**config.mk**
```make
export PLATFORM = sky130hd
export DESIGN_NAME = bcsr_top
export DESIGN_NICKNAME = d
export VERILOG_FILES = /design/src/core/bcsr_pkg.sv /design/src/core/bcsr_run_detect.sv /design/src/core/bcsr_top.sv
export VERILOG_INCLUDE_DIRS = /design/src /design/src/core
export SDC_FILE = /design/constraint.sdc
export NUM_CORES = 1
export LEC_CHECK = 0
export BUFFER_PORTS_ARGS = -buffer_cell sky130_fd_sc_hd__clkbuf_2
export CELL_PAD_IN_SITES_DETAIL_PLACEMENT = 1
export CELL_PAD_IN_SITES_GLOBAL_PLACEMENT = 2
export CORE_AREA = 5 5 68 131
export CTS_CLUSTER_SIZE = 40
export DETAILED_ROUTE_END_ITERATION = 7
export DIE_AREA = 0 0 73 136
export PLACE_DENSITY = 0.83
export RECOVER_POWER = 50
export SLEW_MARGIN = 40
export SYNTH_ARGS = -nofsm -noshare
export SYNTH_HDL_FRONTEND = slang
export SYNTH_HIERARCHICAL = 1
export SYNTH_SLANG_ARGS = --single-unit
```
**constraint.sdc**
```tcl
create_clock -name I_CLK_SYS -period 3.9 [get_ports I_CLK_SYS]
set_input_delay 0.39 -clock I_CLK_SYS [delete_from_list [all_inputs] [get_ports I_CLK_SYS]]
set_output_delay 0.39 -clock I_CLK_SYS [all_outputs]
set_load 0.1 [all_outputs]
```
**src/core/bcsr_regs.svh**
```systemverilog
`ifndef BCSR_REGS_SVH
`define BCSR_REGS_SVH

// Port addresses
`define BCSR_ADDR_END_LOW 4'h2
`define BCSR_ADDR_CTRL    4'h3
`define BCSR_ADDR_STAT    4'h4
`define BCSR_ADDR_TAP_LO  4'h5
`define BCSR_ADDR_TAP_HI  4'h8
`define BCSR_ADDR_CNT_LO  4'hA
`define BCSR_ADDR_CNT_HI  4'hF

// Control byte fields
`define BCSR_CTRL_TEST_HI 7
`define BCSR_CTRL_TEST_LO 6
`define BCSR_CTRL_TX_CLOCK_OUT_POLARITY 5
`define BCSR_CTRL_DIR     4
`define BCSR_CTRL_RAM     3
`define BCSR_CTRL_COUNT   2
`define BCSR_CTRL_SEED    1
`define BCSR_CTRL_PL8     0

// Status byte fields
`define BCSR_STAT_SPARE   7
`define BCSR_STAT_RA1     6
`define BCSR_STAT_RA0     5
`define BCSR_STAT_BED     4
`define BCSR_STAT_ERROR_COUNTER_OVERFLOW   3
`define BCSR_STAT_BIT_COUNTER_OVERFLOW    2
`define BCSR_STAT_RECEIVE_LOCK_LOST    1
`define BCSR_STAT_SYNC    0

// Reset values
`define BCSR_CTRL_RST     8'h00
`define BCSR_END_LOW_RST  8'h00
`define BCSR_STAT_RST     8'h00
`define BCSR_RDATA_RST    8'h00

// Run detection, 40 bits
`define BCSR_RUN_W        6
`define BCSR_RUN_LEN      6'h28
`define BCSR_RUN_ZERO     6'h00
`define BCSR_RUN_ONE      6'h01

`endif

```
**src/core/bcsr_pkg.sv**
```systemverilog
package bcsr_pkg;

  typedef logic [7:0] bcsr_byte_t;

  typedef enum logic {
    BCSR_OWNER_ENGINE = 1'b0,
    BCSR_OWNER_HOST   = 1'b1
  } bcsr_ram_owner_t;

  typedef enum logic {
    BCSR_DIR_WRITE = 1'b0,
    BCSR_DIR_READ  = 1'b1
  } bcsr_ram_dir_t;

endpackage

```
**src/core/bcsr_run_detect.sv**
```systemverilog
`timescale 1ns/10ps
`include "bcsr_regs.svh"
module bcsr_run_detect
  import bcsr_pkg::*;
(
  input  logic i_clk,
  input  logic i_rst,
  input  logic i_enable,
  input  logic i_bit_valid,
  input  logic i_bit,
  input  logic i_match,
  output logic o_run
);

  logic [`BCSR_RUN_W-1:0] cnt_reg;
  logic [`BCSR_RUN_W-1:0] cnt_next;
  logic                   run_reg;
  logic                   run_next;

  // Saturating run length
  always_comb begin
    cnt_next = cnt_reg;
    if (!i_enable) begin
      cnt_next = `BCSR_RUN_ZERO;
    end else if (i_bit_valid) begin
      if (i_bit != i_match) begin
        cnt_next = `BCSR_RUN_ZERO;
      end else if (cnt_reg != `BCSR_RUN_LEN) begin
        cnt_next = cnt_reg + `BCSR_RUN_ONE;
      end
    end
    run_next = (cnt_next == `BCSR_RUN_LEN);
  end

  always_ff @(posedge i_clk) begin
    if (i_rst) begin
      cnt_reg <= `BCSR_RUN_ZERO;
      run_reg <= 1'b0;
    end else begin
      cnt_reg <= cnt_next;
      run_reg <= run_next;
    end
  end

  assign o_run = run_reg;
endmodule // bcsr_run_detect

```
**src/core/bcsr_top.sv**
```systemverilog
`timescale 1ns/10ps
`include "bcsr_regs.svh"
module bcsr_top
  import bcsr_pkg::*;
(
  input  logic       I_CLK_SYS,
  input  logic       I_SYS_RST,
  input  logic [3:0] I_ADDR,
  input  logic [7:0] I_WDATA,
  input  logic       I_WR,
  input  logic       I_RD,
  input  logic       I_TX_CLK_RAW,
  input  logic       I_PRBS_MODE,
  input  logic       I_RX_BIT_VALID,
  input  logic       I_RX_BIT,
  input  logic       I_BIT_ERR_PULSE,
  input  logic       I_ERR_CNT_OVF,
  input  logic       I_BIT_CNT_OVF,
  input  logic       I_SYNC_LOCKED,
  output logic [7:0] O_RDATA,
  output logic       O_RDATA_VALID,
  output logic       O_TX_CLK_OUT,
  output logic       O_RAM_HOST_OWN,
  output logic       O_RAM_HOST_WR_EN,
  output logic       O_RAM_HOST_RD_EN,
  output logic [8:0] O_PATTERN_END_ADDR,
  output logic       O_BIT_CNT_SEL,
  output logic       O_ERR_CNT_SEL,
  output logic       O_TAP_SEL,
  output logic       O_SEED_SEL,
  output logic [2:0] O_BANK_INDEX,
  output logic       O_BANK_WRITE
);

  bcsr_byte_t      end_low_reg;
  bcsr_byte_t      end_low_next;
  bcsr_byte_t      ctrl_reg;
  bcsr_byte_t      ctrl_next;
  bcsr_byte_t      flag_reg;
  bcsr_byte_t      flag_next;
  bcsr_byte_t      rdata_reg;
  bcsr_byte_t      rdata_next;
  logic            rvalid_reg;
  logic            rvalid_next;
  logic            txclk_reg;
  logic            txclk_next;
  logic            host_wr_reg;
  logic            host_wr_next;
  logic            host_rd_reg;
  logic            host_rd_next;
  logic [8:0]      end_addr_reg;
  logic [8:0]      end_addr_next;
  logic            bit_sel_reg;
  logic            bit_sel_next;
  logic            err_sel_reg;
  logic            err_sel_next;
  logic            tap_sel_reg;
  logic            tap_sel_next;
  logic            seed_sel_reg;
  logic            seed_sel_next;
  logic [2:0]      index_reg;
  logic [2:0]      index_next;
  logic            bank_wr_reg;
  logic            bank_wr_next;
  logic            stat_rd;
  logic            access;
  logic            in_cnt;
  logic            in_tap;
  logic [1:0]      run_hit;
  logic            last_rd_stat;
  bcsr_ram_owner_t owner;
  bcsr_ram_dir_t   dir;

  function automatic logic bcsr_in_range(input logic [3:0] a,
                                         input logic [3:0] lo,
                                         input logic [3:0] hi);
    return (a >= lo) && (a <= hi);
  endfunction

  assign stat_rd = I_RD && (I_ADDR == `BCSR_ADDR_STAT);
  assign access  = I_RD || I_WR;
  assign in_cnt  = bcsr_in_range(I_ADDR, `BCSR_ADDR_CNT_LO, `BCSR_ADDR_CNT_HI);
  assign in_tap  = bcsr_in_range(I_ADDR, `BCSR_ADDR_TAP_LO, `BCSR_ADDR_TAP_HI);
  assign owner   = bcsr_ram_owner_t'(ctrl_next[`BCSR_CTRL_RAM]);
  assign dir     = bcsr_ram_dir_t'(ctrl_next[`BCSR_CTRL_DIR]);

  // Run detectors: index 1 ones, index 0 zeros
  genvar g;
  generate
    for (g = 0; g < 2; g = g + 1) begin : g_run
      bcsr_run_detect u_run (
        .i_clk       (I_CLK_SYS),
        .i_rst       (I_SYS_RST),
        .i_enable    (I_PRBS_MODE),
        .i_bit_valid (I_RX_BIT_VALID),
        .i_bit       (I_RX_BIT),
        .i_match     (1'(g)),
        .o_run       (run_hit[g])
      );
    end
  endgenerate

  // Writable bytes; test bits stored as written
  always_comb begin
    end_low_next = end_low_reg;
    ctrl_next    = ctrl_reg;
    if (I_WR && I_ADDR == `BCSR_ADDR_END_LOW) begin
      end_low_next = I_WDATA;
    end
    if (I_WR && I_ADDR == `BCSR_ADDR_CTRL) begin
      ctrl_next = I_WDATA;
    end
  end

  always_ff @(posedge I_CLK_SYS) begin
    if (I_SYS_RST) begin
      end_low_reg <= `BCSR_END_LOW_RST;
      ctrl_reg    <= `BCSR_CTRL_RST;
    end else begin
      end_low_reg <= end_low_next;
      ctrl_reg    <= ctrl_next;
    end
  end

  // Latched flags; OR with the event keeps a set alive over a read
  // held until read, set wins
  always_comb begin
    flag_next = `BCSR_STAT_RST;
    flag_next[`BCSR_STAT_BED]   = I_BIT_ERR_PULSE | (flag_reg[`BCSR_STAT_BED] & ~stat_rd);
    flag_next[`BCSR_STAT_ERROR_COUNTER_OVERFLOW] = I_ERR_CNT_OVF | (flag_reg[`BCSR_STAT_ERROR_COUNTER_OVERFLOW] & ~stat_rd);
    flag_next[`BCSR_STAT_BIT_COUNTER_OVERFLOW]  = I_BIT_CNT_OVF | (flag_reg[`BCSR_STAT_BIT_COUNTER_OVERFLOW] & ~stat_rd);
    flag_next[`BCSR_STAT_RA1]   = run_hit[1] | (flag_reg[`BCSR_STAT_RA1] & ~stat_rd);
    flag_next[`BCSR_STAT_RA0]   = run_hit[0] | (flag_reg[`BCSR_STAT_RA0] & ~stat_rd);
    flag_next[`BCSR_STAT_RECEIVE_LOCK_LOST]  = ~I_SYNC_LOCKED | (flag_reg[`BCSR_STAT_RECEIVE_LOCK_LOST] & ~stat_rd);
  end

  always_ff @(posedge I_CLK_SYS) begin
    if (I_SYS_RST) begin
      flag_reg <= `BCSR_STAT_RST;
    end else begin
      flag_reg <= flag_next;
    end
  end

  // Read port; status captured before its clear
  always_comb begin
    rdata_next  = `BCSR_RDATA_RST;
    rvalid_next = 1'b0;
    if (I_RD) begin
      case (I_ADDR)
        `BCSR_ADDR_END_LOW: begin
          rdata_next  = end_low_reg;
          rvalid_next = 1'b1;
        end
        `BCSR_ADDR_CTRL: begin
          rdata_next  = ctrl_reg;
          rvalid_next = 1'b1;
        end
        `BCSR_ADDR_STAT: begin
          rdata_next = flag_reg;
          rdata_next[`BCSR_STAT_SYNC]  = I_SYNC_LOCKED;
          rdata_next[`BCSR_STAT_SPARE] = 1'b0;
          rvalid_next = 1'b1;
        end
        default: begin
          rvalid_next = 1'b0;
        end
      endcase
    end
  end

  always_ff @(posedge I_CLK_SYS) begin
    if (I_SYS_RST) begin
      rdata_reg  <= `BCSR_RDATA_RST;
      rvalid_reg <= 1'b0;
    end else begin
      rdata_reg  <= rdata_next;
      rvalid_reg <= rvalid_next;
    end
  end

  // Controls steering the rest of the tester
  always_comb begin
    txclk_next    = I_TX_CLK_RAW ^ ctrl_reg[`BCSR_CTRL_TX_CLOCK_OUT_POLARITY];
    host_wr_next  = (owner == BCSR_OWNER_HOST) && (dir == BCSR_DIR_WRITE);
    host_rd_next  = (owner == BCSR_OWNER_HOST) && (dir == BCSR_DIR_READ);
    end_addr_next = {ctrl_next[`BCSR_CTRL_PL8], end_low_next};
    bit_sel_next  = access && in_cnt && !ctrl_reg[`BCSR_CTRL_COUNT];
    err_sel_next  = access && in_cnt && ctrl_reg[`BCSR_CTRL_COUNT];
    tap_sel_next  = access && in_tap && !ctrl_reg[`BCSR_CTRL_SEED];
    seed_sel_next = access && in_tap && ctrl_reg[`BCSR_CTRL_SEED];
    index_next    = 3'h0;
    if (in_cnt) begin
      index_next = 3'(I_ADDR - `BCSR_ADDR_CNT_LO);
    end else if (in_tap) begin
      index_next = 3'(I_ADDR - `BCSR_ADDR_TAP_LO);
    end
    bank_wr_next  = I_WR && (in_cnt || in_tap);
  end

  always_ff @(posedge I_CLK_SYS) begin
    if (I_SYS_RST) begin
      txclk_reg    <= 1'b0;
      host_wr_reg  <= 1'b0;
      host_rd_reg  <= 1'b0;
      end_addr_reg <= 9'h000;
      bit_sel_reg  <= 1'b0;
      err_sel_reg  <= 1'b0;
      tap_sel_reg  <= 1'b0;
      seed_sel_reg <= 1'b0;
      index_reg    <= 3'h0;
      bank_wr_reg  <= 1'b0;
      last_rd_stat <= 1'b0;
    end else begin
      txclk_reg    <= txclk_next;
      host_wr_reg  <= host_wr_next;
      host_rd_reg  <= host_rd_next;
      end_addr_reg <= end_addr_next;
      bit_sel_reg  <= bit_sel_next;
      err_sel_reg  <= err_sel_next;
      tap_sel_reg  <= tap_sel_next;
      seed_sel_reg <= seed_sel_next;
      index_reg    <= index_next;
      bank_wr_reg  <= bank_wr_next;
      last_rd_stat <= stat_rd;
    end
  end

  assign O_RDATA            = rdata_reg;
  assign O_RDATA_VALID      = rvalid_reg;
  assign O_TX_CLK_OUT       = txclk_reg;
  assign O_RAM_HOST_OWN     = ctrl_reg[`BCSR_CTRL_RAM];
  assign O_RAM_HOST_WR_EN   = host_wr_reg;
  assign O_RAM_HOST_RD_EN   = host_rd_reg;
  assign O_PATTERN_END_ADDR = end_addr_reg;
  assign O_BIT_CNT_SEL      = bit_sel_reg;
  assign O_ERR_CNT_SEL      = err_sel_reg;
  assign O_TAP_SEL          = tap_sel_reg;
  assign O_SEED_SEL         = seed_sel_reg;
  assign O_BANK_INDEX       = index_reg;
  assign O_BANK_WRITE       = bank_wr_reg;
endmodule // bcsr_top

```
## Word-level counts from Yosys, hierarchy flattened

Index checks and enable logic that the tools add are counted.
Widths: inputs -> output; s select.

- $lt $le $gt $ge: 4
- Reductions and logical operators: 20
- Add/subtract/negate cells: 4
- Eq/ne operators: 7
- Bitwise operators: 17
- Multiplexer cells: 14

Operators with widths:

| cell | count |
|---|---|
| $mux 6 | 8 |
| $pmux 8 s3 | 1 |
| $logic_and 1x1->1 | 14 |
| $add 6x1->6 const B | 2 |
| $eq 6x6->1 const B | 2 |
| $ne 6x6->1 const B | 2 |
| $eq 4x2->1 const B | 2 |
| $le 4x4->1 const B | 2 |
| $mux 8 | 1 |
| $and 1x1->1 | 6 |
| $mux 3 | 2 |
| $or 1x1->1 | 6 |
| $mux 5 | 1 |
| $eq 4x3->1 const B | 1 |
| $ge 4x3->1 const B | 1 |
| $ge 4x4->1 const B | 1 |
| $not 1->1 | 4 |
| $reduce_or 3->1 | 1 |
| $sub 3x2->3 const B | 1 |
| $sub 3x3->3 const B | 1 |
| $logic_not 1->1 | 2 |
| $logic_or 1x1->1 | 2 |
| $reduce_or 2->1 | 1 |
| $mux 1 | 1 |
| $xor 1x1->1 | 1 |

- Logic and storage cells: 86
- Input port bits: 24
- Output and inout bits: 30
- Bits in registers: 65

## Logic depth before layout (Yosys ltp)

- Depth after elaboration: 6
- Depth in mapped cells: 7

## By module

The synthesis kept the hierarchy.

By module, submodules not included:

| module | sequential area each (um^2) | area each (um^2) | times used | cells an instance |
|---|---|---|---|---|
| bcsr_top | 840.8 | 1755.4 | 1 | 186 |
| bcsr_run_detect | 140.1 | 442.9 | 2 | 52 |

## Least setup slack after synthesis

No wires, ideal clock.

- Path kind: input to register
- Start: input I_RX_BIT_VALID
- End: register g_run[0].u_run.run_reg
- Arrival: 1620 ps
- Library setup time: 60 ps
- Path buffers: 1
- Path slack: 2220 ps
- Required time: 3840 ps
- Stages: 6
- Path through: buf_6 > inv_4 > or4_4 > xor2_1 > a2111oi_2 > and3_1

- Word-level cells in the longest chain between the ends: 3

RTL lines:

| what | line | text |
|---|---|---|
| start, declared | bcsr_top.sv:14 | `input logic I_RX_BIT_VALID,` |
| $mux 6 | bcsr_run_detect.sv:25 | `end else if (i_bit_valid) begin` |
| $mux 6 | bcsr_run_detect.sv:23 | `if (!i_enable) begin` |
| $eq 6x6->1 (no line) | n/a |  |
| end signal, assigned | bcsr_run_detect.sv:41 | `run_reg <= run_next;` |
| end, declared | bcsr_run_detect.sv:17 | `logic run_reg;` |

Every way passes these cells.
A chain may end at the register's enable or synchronous reset.

==> results.cfg <==
[run_status]
outcome = complete, but fails checks
violations = capacitance limit, slew limit

[die]
die_h_um = 136
ioPinCount = 54
dieArea_um2 = 9930
coreArea_um2 = 7830
start_util_pct = 33.7
rows = 46
die_x_um = 73

[timing]
period_needed_ns = 2.28
rsz0062_at_grt = no
tns_ns = 0
holdWs_ns = 0.282
hold_viol_final = 0
clock_skew_ns = 0.00352
period_share_pct = 58.4
finalSetupViolCount = 0
max_slew_margin_pct = -25.1
fmax_ghz = 0.439
maxSlewViolCount = 42
tightest_slew_ns = 1.88

[critical_path]
arrival_ns = 2.46
cp-end-kind = register
required_ns = 4.08
crit_type = in -> reg
startpoint_type = input pin
worstPathMaxFanout = 41

[power]
power_density_nw_per_um2 = 386
leakage_uw = 0.00111
p_sw_share_pct = 26.4
p_seq_share_pct = 50.5
power_uw = 1170
p_int_uw = 858
peakVddDrop_uv = 225
p_sw_uw = 308
pwr-share-clk_pct = 37.3
share_comb_of_total_power_pct = 12.3

[route]
initialDrtViolationCount = 116
wl_mm = 6.98
vias_per_cell = 5.23
drt_pass1_iterations = 4
post_drt_wl_per_cell_um = 16.2
drc = 0
ant_nets = 0
via_count = 2260

[logic_synthesis]
ys_ff_latch = 56
synth_seq_area_share_pct = 42.4
yosysMostFrequentCell = dfxtp_1
synth_area_leader_cell = dfxtp_1
ys.flop_type = dfxtp_1
synthCells = 290
avgSynthCellArea_um2 = 9.11
synth_area_um2 = 2640
yosysUniqueCellTypes = 47
synthArstFlopShare_pct = 0
ys_warn_count = 6
synthTopCellsByArea = dfxtp_1 (42%), ha_1 (4.7%), a21oi_1 (4.5%)
synth_edf_count = 0
synth_common_cells = dfxtp_1 (56), a21oi_1 (24), nor2_1 (24)
yosys.area.top_type_share_pct = 42.4

[grt]
grt_max_degree = 42
grt_overflow = 0
grt_pass1_vias = 2379
grt_usage_pct = 14.7
grt_pass1_wl_mm = 11.7
antenna_found_initial = 0

[layout]
drive_above_1_share_pct = 11.6
area_delta_synth_final_pct = 14.4
final_cells = 432
antenna_cells = 0
nNetsFinal = 369
fin_util_pct = 38.6
largest_reg_flops = 12

[place]
gp_congestion = 0.847
portBuffers = 53
place_hpwl_mm = 5.15
dp.cells = 424

[clock_network]
clkTransAtPathRegs_ns = 0.07
ctsResizeCount = 0
clk_latency_ns = 0.29
cts_hold_buf = 0
cts_tree = done
numCtsBuffers = 5
cts_root_buffer = clkbuf_16
clock_sinks = 56
cts_setup_buffers = 0
clock_path_buffers = 2
h-tree-depth = 2

[min_path]
hold_class = in -> reg

[job]
cap_violations = 1
-- kinds of logic (layout without fill, tap and decap cells) --
| logic type | Yosys count | count (layout) | share of synthesized area (%) |
|---|---|---|---|
| flip-flops | 56 | 56 | 42.4 |
| adder cells (fa/ha/maj) | 10 | 10 | 4.74 |
| buffers and inverters | 27 | 71 | 5.92 |
| XOR/XNOR | 10 | 10 | 3.32 |
| AND/OR/NAND/NOR | 110 | 110 | 23.4 |
| AO/OA/AOI/OAI | 65 | 65 | 16.1 |
| multiplexers | 10 | 10 | 3.79 |
| other | 2 | 4 | 0.284 |
-- stage by stage --
stage                     setup slack [ns]  instance area, um^2
after global placement                1.83                 2920
final                                 1.62                 3020
after detailed placement              1.74                 2920
after CTS                             2.00                 3060
after global routing                  1.42                 3020
after floorplan                       2.22                 2650
-- area by class of cell --
cell class                      instances  area, um^2
Fill cell                             977        4800
Multi-Input combinational cell        209        1370
Sequential cell                        56        1120
Timing Repair Buffer                   53         226
Clock buffer                            7         133
Tap cell                               96         120
Inverter                               10        42.5
Clock inverter                          1        8.76
-- power groups by stage --
stage          clock network, uW  registers, uW  logic (uW)
6_report                     435            589         143
5_1_grt                      478            590         155
2_1_floorplan                  0            644        63.8
3_5_place_dp                   0            602         145
3_3_place_gp                   0            601         141
4_1_cts                      449            589         146
-- routing by layer --
| layer | track usage, % | share of wire (%) |
|---|---|---|
| met1 | 17.6 | 43 |
| met2 | 25.7 | 52 |
| met3 | 3.03 | 4.0 |
| met4 | 4.41 | 1.2 |
| met5 | 0 | 0 |
-- worst paths after layout --
kind,depth (start not counted),to,slack (ns),from
min reg2reg,2,ctrl_reg[7]$_SDFFE_PP0P_,0.46,ctrl_reg[7]$_SDFFE_PP0P_
max,5,g_run[1].u_run/o_run$_SDFF_PP0_,1.62,I_SYS_RST
max reg2reg,6,g_run[0].u_run/o_run$_SDFF_PP0_,2.03,g_run[0].u_run/cnt_reg[0]$_SDFF_PP0_
min,2,flag_reg[1]$_SDFF_PP0_,0.28,I_SYNC_LOCKED
-- placed cells by master, fill, tap and decap left out, drive strengths merged, types with 3 or more instances in the layout --
cell     n
nand2   21
nor2b    5
nand4b   3
a21oi   24
o31ai    4
ha      10
nand4    4
xor2     7
nor2    24
nand3b   3
nor3b    5
nand3   11
inv     10
a22oi    8
or3      7
nor3     7
and2     7
o21ai   15
mux2i   10
clkbuf  60
conb     4
xnor2    3
dfxtp   56
-- critical path, cell delays in order --
cell	delay (ns)
clkbuf_1	1.31
nor2b_1	0.10
o21ai_0	0.33
a2111oi_2	0.11
and3_1	0.22
No activity file was read; power rests on OpenSTA's default activity.
